===== src/design/tlp_defines.svh =====
// register map, field positions and timing constants of the line print sequencer
`ifndef TLP_DEFINES_SVH
`define TLP_DEFINES_SVH
`define TLP_A_CTRL      8'h00
`define TLP_A_STRB1     8'h04
`define TLP_A_STRB2     8'h08
`define TLP_A_PERIOD    8'h0C
`define TLP_A_LINES     8'h10
`define TLP_A_DATA      8'h14
`define TLP_A_STATUS    8'h18
`define TLP_CTRL_START  0
`define TLP_CTRL_ONEDIV 1
`define TLP_CTRL_DYN    2
`define TLP_CTRL_MASKA  13:8
`define TLP_CTRL_MASKB  21:16
`define TLP_ST_BUSY     0
`define TLP_ST_PAPER    1
`define TLP_ST_ERR      2
`define TLP_ST_FIFO     7:4
`define TLP_ST_LINES    31:16
`define TLP_FIX_MASK_A  6'h07
`define TLP_FIX_MASK_B  6'h38
`define TLP_MASK_ALL    6'h3F
`define TLP_WORDS       12
`define TLP_LAST_WORD   4'hB
`define TLP_LAST_BIT    5'h1F
`define TLP_XFER_RISE   3'h3
`define TLP_XFER_END    3'h7
`define TLP_PHASE_TAB   16'h956A
`define TLP_PH_OFF      4'h0
`define TLP_FIFO_DEPTH  8
`define TLP_CLK_NS      20
`define TLP_LATCH_NS    100
`define TLP_LATCH_CYC   ((`TLP_LATCH_NS + `TLP_CLK_NS - 1) / `TLP_CLK_NS)
`define TLP_SETUP_NS    300
`define TLP_SETUP_CYC   ((`TLP_SETUP_NS + `TLP_CLK_NS - 1) / `TLP_CLK_NS)
`define TLP_PAUSE_NS    500000
`define TLP_PAUSE_CYC   ((`TLP_PAUSE_NS + `TLP_CLK_NS - 1) / `TLP_CLK_NS)
`endif


===== src/design/tlp_pkg.sv =====
// types shared by the line print sequencer
`default_nettype none
`include "tlp_defines.svh"
package tlp_pkg;
  typedef enum logic [5:0] {
    ST_IDLE  = 6'h01,
    ST_LATCH = 6'h02,
    ST_STEP  = 6'h04,
    ST_STRA  = 6'h08,
    ST_STRB  = 6'h10,
    ST_PAUSE = 6'h20
  } tlp_state_e;
  typedef struct packed {
    logic       head_latch;
    logic       xfer_clk;
    logic       serial_dot_input;
    logic [5:0] head_strobe_group;
    logic [3:0] motor_phase;
  } tlp_head_s;
  typedef struct packed {
    logic        one_div;
    logic        dynamic;
    logic [5:0]  mask_a;
    logic [5:0]  mask_b;
    logic [15:0] t1;
    logic [15:0] t2;
    logic [19:0] period;
    logic [15:0] lines;
  } tlp_ctrl_s;
  typedef struct packed {
    tlp_state_e                       st;
    logic                             ps1;
    logic                             ps2;
    logic                             pready;
    logic [31:0]                      prdata;
    logic                             pslverr;
    tlp_ctrl_s                        ctrl;
    logic                             err;
    tlp_head_s                        head;
    logic [1:0]                       pidx;
    logic                             step2;
    logic [15:0]                      lines_left;
    logic [15:0]                      tmr;
    logic [19:0]                      step_tmr;
    logic                             sh_busy;
    logic                             sh_src2;
    logic                             sh_have;
    logic [31:0]                      sh_word;
    logic [4:0]                       sh_bit;
    logic [3:0]                       sh_idx;
    logic [2:0]                       sh_div;
    logic [`TLP_WORDS-1:0][31:0]      lbuf;
  } tlp_top_s;
endpackage
`default_nettype wire


===== src/design/tlp_seq.sv =====
// line print sequencer: fifo and top level controller with apb registers
//
// Overview of operation
// - never more than 64 dots heated at once over active groups; the sequencer counts no dots and strobes whole groups by mask.
// - idle leaves motor unpowered and all strobe groups low.
// - a run starts by re-driving the last motor phase pattern.
// - start step latches the first step data before any motor step.
// - two-division step: one motor step, then groups one to three strobed.
// - after the first group, groups four to six are strobed.
// - next step data is shifted while current strobes are active.
// - second step of a dot line resends identical dot data.
// - latch only after all strobes of the step have finished.
// - second step of a line uses a shorter strobe time.
// - next motor step waits until transfer and printing complete.
// - one-division mode pauses at least 0.5 ms after activation.
// - fixed division strobes the same group sets in the same order.
// - dynamic division regroups blocks per line within the dot limit; here the groups are the mask_a and mask_b control fields, with no dot count.
// - dot data shifts into the head with the transfer clock.
// - no paper inhibits strobes and motor stepping.
`timescale 1ns/100ps
`default_nettype none
`include "tlp_defines.svh"

module tlp_fifo #(
  parameter int W = 32,
  parameter int D = 8
) (
  input  wire logic                   clk,
  input  wire logic                   rstn,
  input  wire logic                   in_valid,
  output logic                        in_ready,
  input  wire logic [W-1:0]           in_data,
  output logic                        out_valid,
  input  wire logic                   out_ready,
  output logic [W-1:0]                out_data,
  output logic [$clog2(D):0]          count
);
  localparam int AW = $clog2(D);
  typedef struct packed {
    logic [D-1:0][W-1:0] mem;
    logic [AW-1:0]       wp;
    logic [AW-1:0]       rp;
    logic [AW:0]         cnt;
  } tlp_fifo_s;
  tlp_fifo_s r;
  tlp_fifo_s n;
  logic      push;
  logic      pop;

  // flags and read port from registered state
  assign in_ready  = (r.cnt != (AW+1)'(D));
  assign out_valid = (r.cnt != '0);
  assign out_data  = r.mem[r.rp];
  assign count     = r.cnt;
  assign push      = in_valid & in_ready;
  assign pop       = out_valid & out_ready;

  // pointer and count update
  always_comb begin
    n = r;
    if (push) begin
      n.mem[r.wp] = in_data;
      n.wp        = r.wp + AW'(1);
    end
    if (pop) begin
      n.rp = r.rp + AW'(1);
    end
    n.cnt = r.cnt + (AW+1)'(push) - (AW+1)'(pop);
  end

  always_ff @(posedge clk or negedge rstn) begin
    if (!rstn) begin
      r <= '0;
    end else begin
      r <= n;
    end
  end
endmodule

module tlp_seq #(
  parameter int PAUSE_CYC = `TLP_PAUSE_CYC
) (
  input  wire logic              pclk,
  input  wire logic              presetn,
  input  wire logic [7:0]        paddr,
  input  wire logic              psel,
  input  wire logic              penable,
  input  wire logic              pwrite,
  input  wire logic [31:0]       pwdata,
  output logic [31:0]            prdata,
  output logic                   pready,
  output logic                   pslverr,
  input  wire logic              paper_sense_out,
  output tlp_pkg::tlp_head_s     head_pins
);
  localparam logic [15:0] PHASE_TAB = `TLP_PHASE_TAB;
  tlp_pkg::tlp_top_s r;
  tlp_pkg::tlp_top_s n;
  logic              fifo_in_valid;
  logic              fifo_in_ready;
  logic              fifo_out_valid;
  logic              fifo_out_ready;
  logic [31:0]       fifo_data;
  logic [3:0]        fifo_count;
  logic              acc;
  logic              start;
  logic              mapped;
  logic              step_done;
  logic              last;
  logic              shift_next;
  logic [15:0]       tstr;
  logic [5:0]        ma;
  logic [5:0]        mb;
  logic [31:0]       rd;

  // outputs straight from the state register
  assign prdata    = r.prdata;
  assign pready    = r.pready;
  assign pslverr   = r.pslverr;
  assign head_pins = r.head;

  // fifo pops only while the shifter waits for a fresh line word
  assign fifo_out_ready = r.sh_busy & ~r.sh_have & ~r.sh_src2;
  assign acc            = psel & penable;
  assign fifo_in_valid  = acc & r.pready & pwrite & ~r.pslverr & (paddr == `TLP_A_DATA);

  tlp_fifo #(.W(32), .D(`TLP_FIFO_DEPTH)) u_fifo (
    .clk       (pclk),
    .rstn      (presetn),
    .in_valid  (fifo_in_valid),
    .in_ready  (fifo_in_ready),
    .in_data   (pwdata),
    .out_valid (fifo_out_valid),
    .out_ready (fifo_out_ready),
    .out_data  (fifo_data),
    .count     (fifo_count)
  );

  // next state of bus slave, shifter and sequencer
  always_comb begin
    n          = r;
    start      = 1'b0;
    step_done  = 1'b0;
    shift_next = 1'b0;
    n.ps1      = paper_sense_out;
    n.ps2      = r.ps1;                         // low = no paper
    mapped = (paddr == `TLP_A_CTRL) || (paddr == `TLP_A_STRB1) || (paddr == `TLP_A_STRB2) ||
             (paddr == `TLP_A_PERIOD) || (paddr == `TLP_A_LINES) ||
             (paddr == `TLP_A_DATA) || (paddr == `TLP_A_STATUS);
    rd = 32'h0000_0000;
    case (paddr)
      `TLP_A_CTRL: begin
        rd[`TLP_CTRL_ONEDIV] = r.ctrl.one_div;
        rd[`TLP_CTRL_DYN]    = r.ctrl.dynamic;
        rd[`TLP_CTRL_MASKA]  = r.ctrl.mask_a;
        rd[`TLP_CTRL_MASKB]  = r.ctrl.mask_b;
      end
      `TLP_A_STRB1:  rd[15:0] = r.ctrl.t1;
      `TLP_A_STRB2:  rd[15:0] = r.ctrl.t2;
      `TLP_A_PERIOD: rd[19:0] = r.ctrl.period;
      `TLP_A_LINES:  rd[15:0] = r.ctrl.lines;
      `TLP_A_STATUS: begin
        rd[`TLP_ST_BUSY]  = (r.st != tlp_pkg::ST_IDLE);
        rd[`TLP_ST_PAPER] = r.ps2;
        rd[`TLP_ST_ERR]   = r.err;
        rd[`TLP_ST_FIFO]  = fifo_count;
        rd[`TLP_ST_LINES] = r.lines_left;
      end
      default: rd = 32'h0000_0000;
    endcase
    // apb: one wait state, data writes wait for fifo room
    if (acc && !r.pready) begin
      if (!(pwrite && paddr == `TLP_A_DATA && mapped) || fifo_in_ready) begin
        n.pready  = 1'b1;
        n.prdata  = pwrite ? 32'h0000_0000 : rd;
        n.pslverr = ~mapped;
      end
    end
    if (acc && r.pready) begin
      n.pready  = 1'b0;
      n.pslverr = 1'b0;
      if (pwrite && !r.pslverr) begin
        case (paddr)
          `TLP_A_CTRL: begin
            n.ctrl.one_div = pwdata[`TLP_CTRL_ONEDIV];
            n.ctrl.dynamic = pwdata[`TLP_CTRL_DYN];
            n.ctrl.mask_a  = pwdata[`TLP_CTRL_MASKA];
            n.ctrl.mask_b  = pwdata[`TLP_CTRL_MASKB];
            start          = pwdata[`TLP_CTRL_START];
          end
          `TLP_A_STRB1:  n.ctrl.t1     = pwdata[15:0];
          `TLP_A_STRB2:  n.ctrl.t2     = pwdata[15:0];
          `TLP_A_PERIOD: n.ctrl.period = pwdata[19:0];
          `TLP_A_LINES:  n.ctrl.lines  = pwdata[15:0];
          default: n.ctrl = r.ctrl;
        endcase
      end
    end
    // motor step period timer
    if (r.step_tmr != 20'h00000) begin
      n.step_tmr = r.step_tmr - 20'h00001;
    end
    // serial shifter: data set while clock low, head samples on the rise
    if (r.sh_busy) begin
      if (!r.sh_have) begin
        if (r.sh_src2) begin
          n.sh_word                   = r.lbuf[r.sh_idx];
          n.head.serial_dot_input     = r.lbuf[r.sh_idx][31];
          n.sh_have                   = 1'b1;
        end else if (fifo_out_valid) begin
          n.sh_word                   = fifo_data;
          n.lbuf[r.sh_idx]            = fifo_data;
          n.head.serial_dot_input     = fifo_data[31];
          n.sh_have                   = 1'b1;
        end
      end else begin
        n.sh_div = r.sh_div + 3'h1;
        if (r.sh_div == `TLP_XFER_RISE) begin
          n.head.xfer_clk = 1'b1;
        end
        if (r.sh_div == `TLP_XFER_END) begin
          n.head.xfer_clk         = 1'b0;
          n.sh_word               = {r.sh_word[30:0], 1'b0};
          n.head.serial_dot_input = r.sh_word[30];
          n.sh_bit                = r.sh_bit + 5'h01;
          if (r.sh_bit == `TLP_LAST_BIT) begin
            n.sh_have = 1'b0;
            n.sh_idx  = r.sh_idx + 4'h1;
            if (r.sh_idx == `TLP_LAST_WORD) begin
              n.sh_busy = 1'b0;
            end
          end
        end
      end
    end
    // strobe time and group selection
    if (r.step2) begin
      tstr = (r.ctrl.t2 < r.ctrl.t1) ? r.ctrl.t2 :
             ((r.ctrl.t1 != 16'h0000) ? r.ctrl.t1 - 16'h0001 : 16'h0000);
    end else begin
      tstr = r.ctrl.t1;
    end
    ma   = r.ctrl.dynamic ? r.ctrl.mask_a : `TLP_FIX_MASK_A;
    mb   = r.ctrl.dynamic ? r.ctrl.mask_b : `TLP_FIX_MASK_B;
    last = r.step2 && (r.lines_left == 16'h0001);
    case (r.st)
      tlp_pkg::ST_IDLE: begin
        n.head.head_strobe_group = 6'h00;
        n.head.motor_phase       = `TLP_PH_OFF;
        if (start && r.ctrl.lines != 16'h0000 && r.ps2) begin
          n.err              = 1'b0;
          n.lines_left       = r.ctrl.lines;
          n.step2            = 1'b1;
          n.tmr              = 16'h0000;
          n.head.motor_phase = PHASE_TAB[{r.pidx, 2'b00} +: 4];
          shift_next         = 1'b1;
          n.sh_src2          = 1'b0;
          n.st               = tlp_pkg::ST_LATCH;
        end
      end
      tlp_pkg::ST_LATCH: begin
        // latch once strobes are off and shifting is done
        if (!r.sh_busy || r.tmr != 16'h0000) begin
          if (r.tmr < 16'(`TLP_LATCH_CYC + `TLP_SETUP_CYC)) begin
            n.tmr = r.tmr + 16'h0001;
          end
          n.head.head_latch = (r.tmr < 16'(`TLP_LATCH_CYC));
        end
        if (r.tmr >= 16'(`TLP_LATCH_CYC + `TLP_SETUP_CYC) && r.step_tmr == 20'h00000) begin
          n.st = tlp_pkg::ST_STEP;
        end
      end
      tlp_pkg::ST_STEP: begin
        n.pidx                   = r.pidx + 2'h1;
        n.head.motor_phase       = PHASE_TAB[{n.pidx, 2'b00} +: 4];
        n.step_tmr               = r.ctrl.period;
        n.step2                  = ~r.step2;
        n.tmr                    = 16'h0000;
        n.head.head_strobe_group = r.ctrl.one_div ? (ma | mb) : ma;
        n.st                     = tlp_pkg::ST_STRA;
        // next step's data shifts while this step prints
        if (!(n.step2 && r.lines_left == 16'h0001)) begin
          shift_next = 1'b1;
          n.sh_src2  = ~n.step2;
        end
      end
      tlp_pkg::ST_STRA: begin
        n.tmr = r.tmr + 16'h0001;
        if (r.tmr + 16'h0001 >= tstr) begin
          n.tmr = 16'h0000;
          if (r.ctrl.one_div) begin
            n.head.head_strobe_group = 6'h00;
            n.st                     = tlp_pkg::ST_PAUSE;
          end else begin
            n.head.head_strobe_group = mb;
            n.st                     = tlp_pkg::ST_STRB;
          end
        end
      end
      tlp_pkg::ST_STRB: begin
        n.tmr = r.tmr + 16'h0001;
        if (r.tmr + 16'h0001 >= tstr) begin
          n.head.head_strobe_group = 6'h00;
          step_done                = 1'b1;
        end
      end
      tlp_pkg::ST_PAUSE: begin
        n.tmr = r.tmr + 16'h0001;
        if (r.tmr >= 16'(PAUSE_CYC - 1)) begin
          step_done = 1'b1;
        end
      end
      default: n.st = tlp_pkg::ST_IDLE;
    endcase
    if (shift_next) begin
      n.sh_busy = 1'b1;
      n.sh_have = 1'b0;
      n.sh_idx  = 4'h0;
      n.sh_bit  = 5'h00;
      n.sh_div  = 3'h0;
    end
    // end of a step: count the line after its second step, then latch or stop
    if (step_done) begin
      n.tmr = 16'h0000;
      if (r.step2) begin
        n.lines_left = r.lines_left - 16'h0001;
      end
      n.st = last ? tlp_pkg::ST_IDLE : tlp_pkg::ST_LATCH;
      if (last) begin
        n.head.motor_phase = `TLP_PH_OFF;
      end
    end
    // paper out aborts the run at once
    if (!r.ps2 && r.st != tlp_pkg::ST_IDLE) begin
      n.st                     = tlp_pkg::ST_IDLE;
      n.err                    = 1'b1;
      n.sh_busy                = 1'b0;
      n.head                   = '0;
      n.head.motor_phase       = `TLP_PH_OFF;
    end
  end

  always_ff @(posedge pclk or negedge presetn) begin
    if (!presetn) begin
      r    <= '0;
      r.st <= tlp_pkg::ST_IDLE;
    end else begin
      r <= n;
    end
  end
endmodule
`default_nettype wire


===== config.mk =====
export PLATFORM = sky130hd
export DESIGN_NAME = tlp_seq
export DESIGN_NICKNAME = d
export VERILOG_FILES = /design/src/design/tlp_pkg.sv /design/src/design/tlp_seq.sv
export VERILOG_INCLUDE_DIRS = /design/src /design/src/design
export SDC_FILE = /design/constraint.sdc
export NUM_CORES = 2
export LEC_CHECK = 0
export BUFFER_PORTS_ARGS = -buffer_cell sky130_fd_sc_hd__buf_2
export CORE_MARGIN = 2
export CORE_UTILIZATION = 35
export DETAILED_ROUTE_END_ITERATION = 6
export PLACE_DENSITY_LB_ADDON = 0.25
export SYNTH_ARGS = -nofsm -noshare
export SYNTH_HDL_FRONTEND = slang
export SYNTH_SLANG_ARGS = --single-unit

===== constraint.sdc =====
create_clock -name pclk -period 6.2 [get_ports pclk]
set_input_delay 0.62 -clock pclk [delete_from_list [all_inputs] [get_ports pclk]]
set_output_delay 0.62 -clock pclk [all_outputs]
set_load 0.02 [all_outputs]

==> impl_metrics.tcl <==
set metrics [dict create \
    status "finished clean" \
    synth-seq-cells 889 \
    peakVddDrop_uv 189 \
    ys_types 81 \
    placed_area_sq_um 43500 \
    gr-total-overflow 0 \
    synthArstFlopShare 1.00 \
    top_layer_used "met5" \
    synth_edf_count 0 \
    drv_cap 0 \
    die_x_um 350 \
    io_pins 93 \
    drv_slew 0 \
    period_needed_ns 5.44 \
    layout_common_cells "882 x dfrtp_1, 596 x nand2_1, 545 x o21ai_0" \
    grt_max_degree 172 \
    h-tree-depth 3 \
    synthCells 3687 \
    coreArea_sq_um 118000 \
    insertion_delay_ns 0.70 \
    area_growth_pct 12.1 \
    ys_seq_area_frac 0.532 \
    met2WireLength_um 50800 \
    rows 126 \
    initial_core_util 0.354 \
    cts_setup_buffers 0 \
    cts_buffer_depth 3 \
    cts_tree "yes" \
    timing.final.crit_share 0.877 \
    final_common_cell "dfrtp_1" \
    crit_path_end_kind "register" \
    hold_viol 0 \
    avgRoutedWirePerCell_um 21.3 \
    hold-path-cell-count 2 \
    power.density_nw_per_um2 258 \
    reg2reg_from "r[561]" \
    viasPerCell 5.35 \
    synth_fp_nets 3789 \
    firstDrtPassIters 6 \
    drt-met1-wl_um 53900 \
    finClkSkew_ns 0.0382 \
    grt_pass1_vias 28200 \
    fmax_ghz 0.184 \
    synth_area_sq_um 41800 \
    holdPathEnd "u_fifo.r[263]" \
    clock-root-buffer "clkbuf_16" \
    hold_start "pwdata[29]" \
    power.total_mw 12.1 \
    syn_area_per_cell_sq_um 11.3 \
    leakage_nw 21.3 \
    die_height_um 350 \
    tns_ns 0 \
    setup.worst_path.start_class "register" \
    wl_met3_um 4630 \
    final_area_sq_um 46900 \
    fin_cells 5241 \
    hp-class "input pin to register" \
    die_area_sq_um 122000 \
    final_nets 3728 \
    maxSlewHeadroom 0.184 \
    crit_arrival_ns 5.99 \
    drtIter0Drc 2050 \
    io_buffers 92 \
    gp_congestion 0.889 \
    vias 28000 \
    yosys_warnings 0 \
    layout-drive-gt1-share 0.179 \
    antenna_found_initial 5 \
    worstMarginPinSlew_ns 1.19 \
    grt.total_usage 0.184 \
    required_ns 6.76 \
    critPathMaxFanout 15 \
    r2r_cells 20 \
    post_cts_resized 0 \
    dp_cells 5060 \
    dp_hpwl_um 70400 \
    rsz0062_at_grt "false" \
    r2r_setup_slack_ns 0.76 \
    setup_viol 0 \
    cts_made_buffers 98 \
    ant_nets 0 \
    clkTransAtPathRegs_ns 0.06 \
    totalWireLength_um 112000 \
    clock-sinks 889 \
    grt_first_pass_wirelength_um 174000 \
    critPathKind "register to register" \
    r2r-end "r[469]" \
    drc_errors 0 \
    ys.flop_type "dfrtp_1" \
]
registers in the layout (all words and copies together) (netlist names):
signal / count
head_pins: 13
n: 1
prdata: 32
pready: 1
pslverr: 1
r: 575
u_fifo.count: 4
u_fifo.r: 262
cells by family (layout without fill, tap and decap cells):
logic type,count (synthesis),after routing,synth area share
AO/OA/AOI/OAI,817,817,0.110
XOR/XNOR,59,59,0.0124
AND/OR/NAND/NOR,918,918,0.0954
buffers and inverters,376,390,0.0388
flip-flops,889,889,0.532
multiplexers,572,572,0.195
adder cells (fa/ha/maj),56,56,0.0169
other,0,4,0
layer usage:
metal	vias up	track usage
li1	13000	-
met4	4	0.0507
met5	-	0
met1	14400	0.269
met3	145	0.0258
met2	530	0.288
through the flow:
stage | setup slack, ns | util | hold WS [ns]
after floorplan | 1.58 | - | 0.324
after global placement | 0.930 | 0.368 | 0.354
after detailed placement | 0.861 | 0.368 | 0.356
after CTS | 0.821 | 0.396 | 0.189
after global routing | 0.414 | 0.396 | 0.236
final | 0.765 | 0.396 | 0.248
cell usage after synthesis, drive strengths merged (9+ instances only):
| master | number | area share |
|---|---|---|
| mux2i | 78 | 0.019 |
| o221a | 14 | 0.0038 |
| or3 | 16 | 0.0024 |
| o21ai | 573 | 0.069 |
| o22ai | 26 | 0.0039 |
| xnor2 | 34 | 0.0071 |
| nand4 | 13 | 0.0019 |
| a21oi | 85 | 0.010 |
| inv | 47 | 0.0042 |
| ha | 55 | 0.016 |
| a21o | 15 | 0.0027 |
| nand3 | 41 | 0.0053 |
| nand2 | 611 | 0.055 |
| mux2 | 334 | 0.090 |
| clkbuf | 212 | 0.019 |
| nand2b | 19 | 0.0028 |
| a22oi | 24 | 0.0043 |
| o31ai | 9 | 0.0016 |
| and3 | 15 | 0.0022 |
| xor2 | 25 | 0.0052 |
| buf | 117 | 0.016 |
| mux4 | 160 | 0.086 |
| nor2 | 103 | 0.0093 |
| and2 | 12 | 0.0018 |
| dfrtp | 888 | 0.53 |
| a22o | 11 | 0.0023 |
| nor3 | 39 | 0.0052 |
| nor4 | 19 | 0.0037 |
worst max-delay path by stage:
stage	from	end	slack [ns]	cells after the start
final	r[561]	r[469]	0.76	20
after CTS	r[561]	r[479]	0.82	20
after global routing	r[561]	r[471]	0.41	20
after floorplan	r[557]	r[479]	1.58	22
after detailed placement	r[561]	r[471]	0.86	20
after global placement	r[561]	r[470]	0.93	20
critical path, cell delays in order (launching register included):
cell and delay (ns):
dfrtp_1 0.40, inv_1 0.07, ha_1 0.30, a21o_1 0.17, a21o_1 0.17, a211oi_1 0.22, o21ai_0 0.12, o211ai_1 0.35
and2_1 0.24, buf_4 0.19, mux2_2 0.34, a21oi_1 0.20, ha_1 0.27, nand4_1 0.11, a21oi_1 0.06, o31a_1 0.28
a211oi_1 0.41, o22ai_1 0.28, and2_1 0.24, nand2b_1 0.45, o221a_2 0.41
report_power, final:
group          internal [mW]  switching, mW  total, mW
clock                   3.58           2.45       6.03
combinational         0.0385          0.199      0.237
sequential              5.81         0.0128       5.83
layout make-up:
class	count	area, sq um
multi-input combinational	2422	18000
antenna	4	10.0
sequential	889	22300
clock inverter	34	520
fill	11400	71400
inverter	47	176
timing repair buffer	168	1130
tap	1536	1920
clock buffer	141	2810
repair_timing:
| item | CTS | global route |
|---|---|---|
| hold buffers | 2 | 0 |
| endpoints found under the hold margin | 73 | 0 |
| setup endpoints to repair | 0 | 0 |
Power figures use the tool's default switching activity.
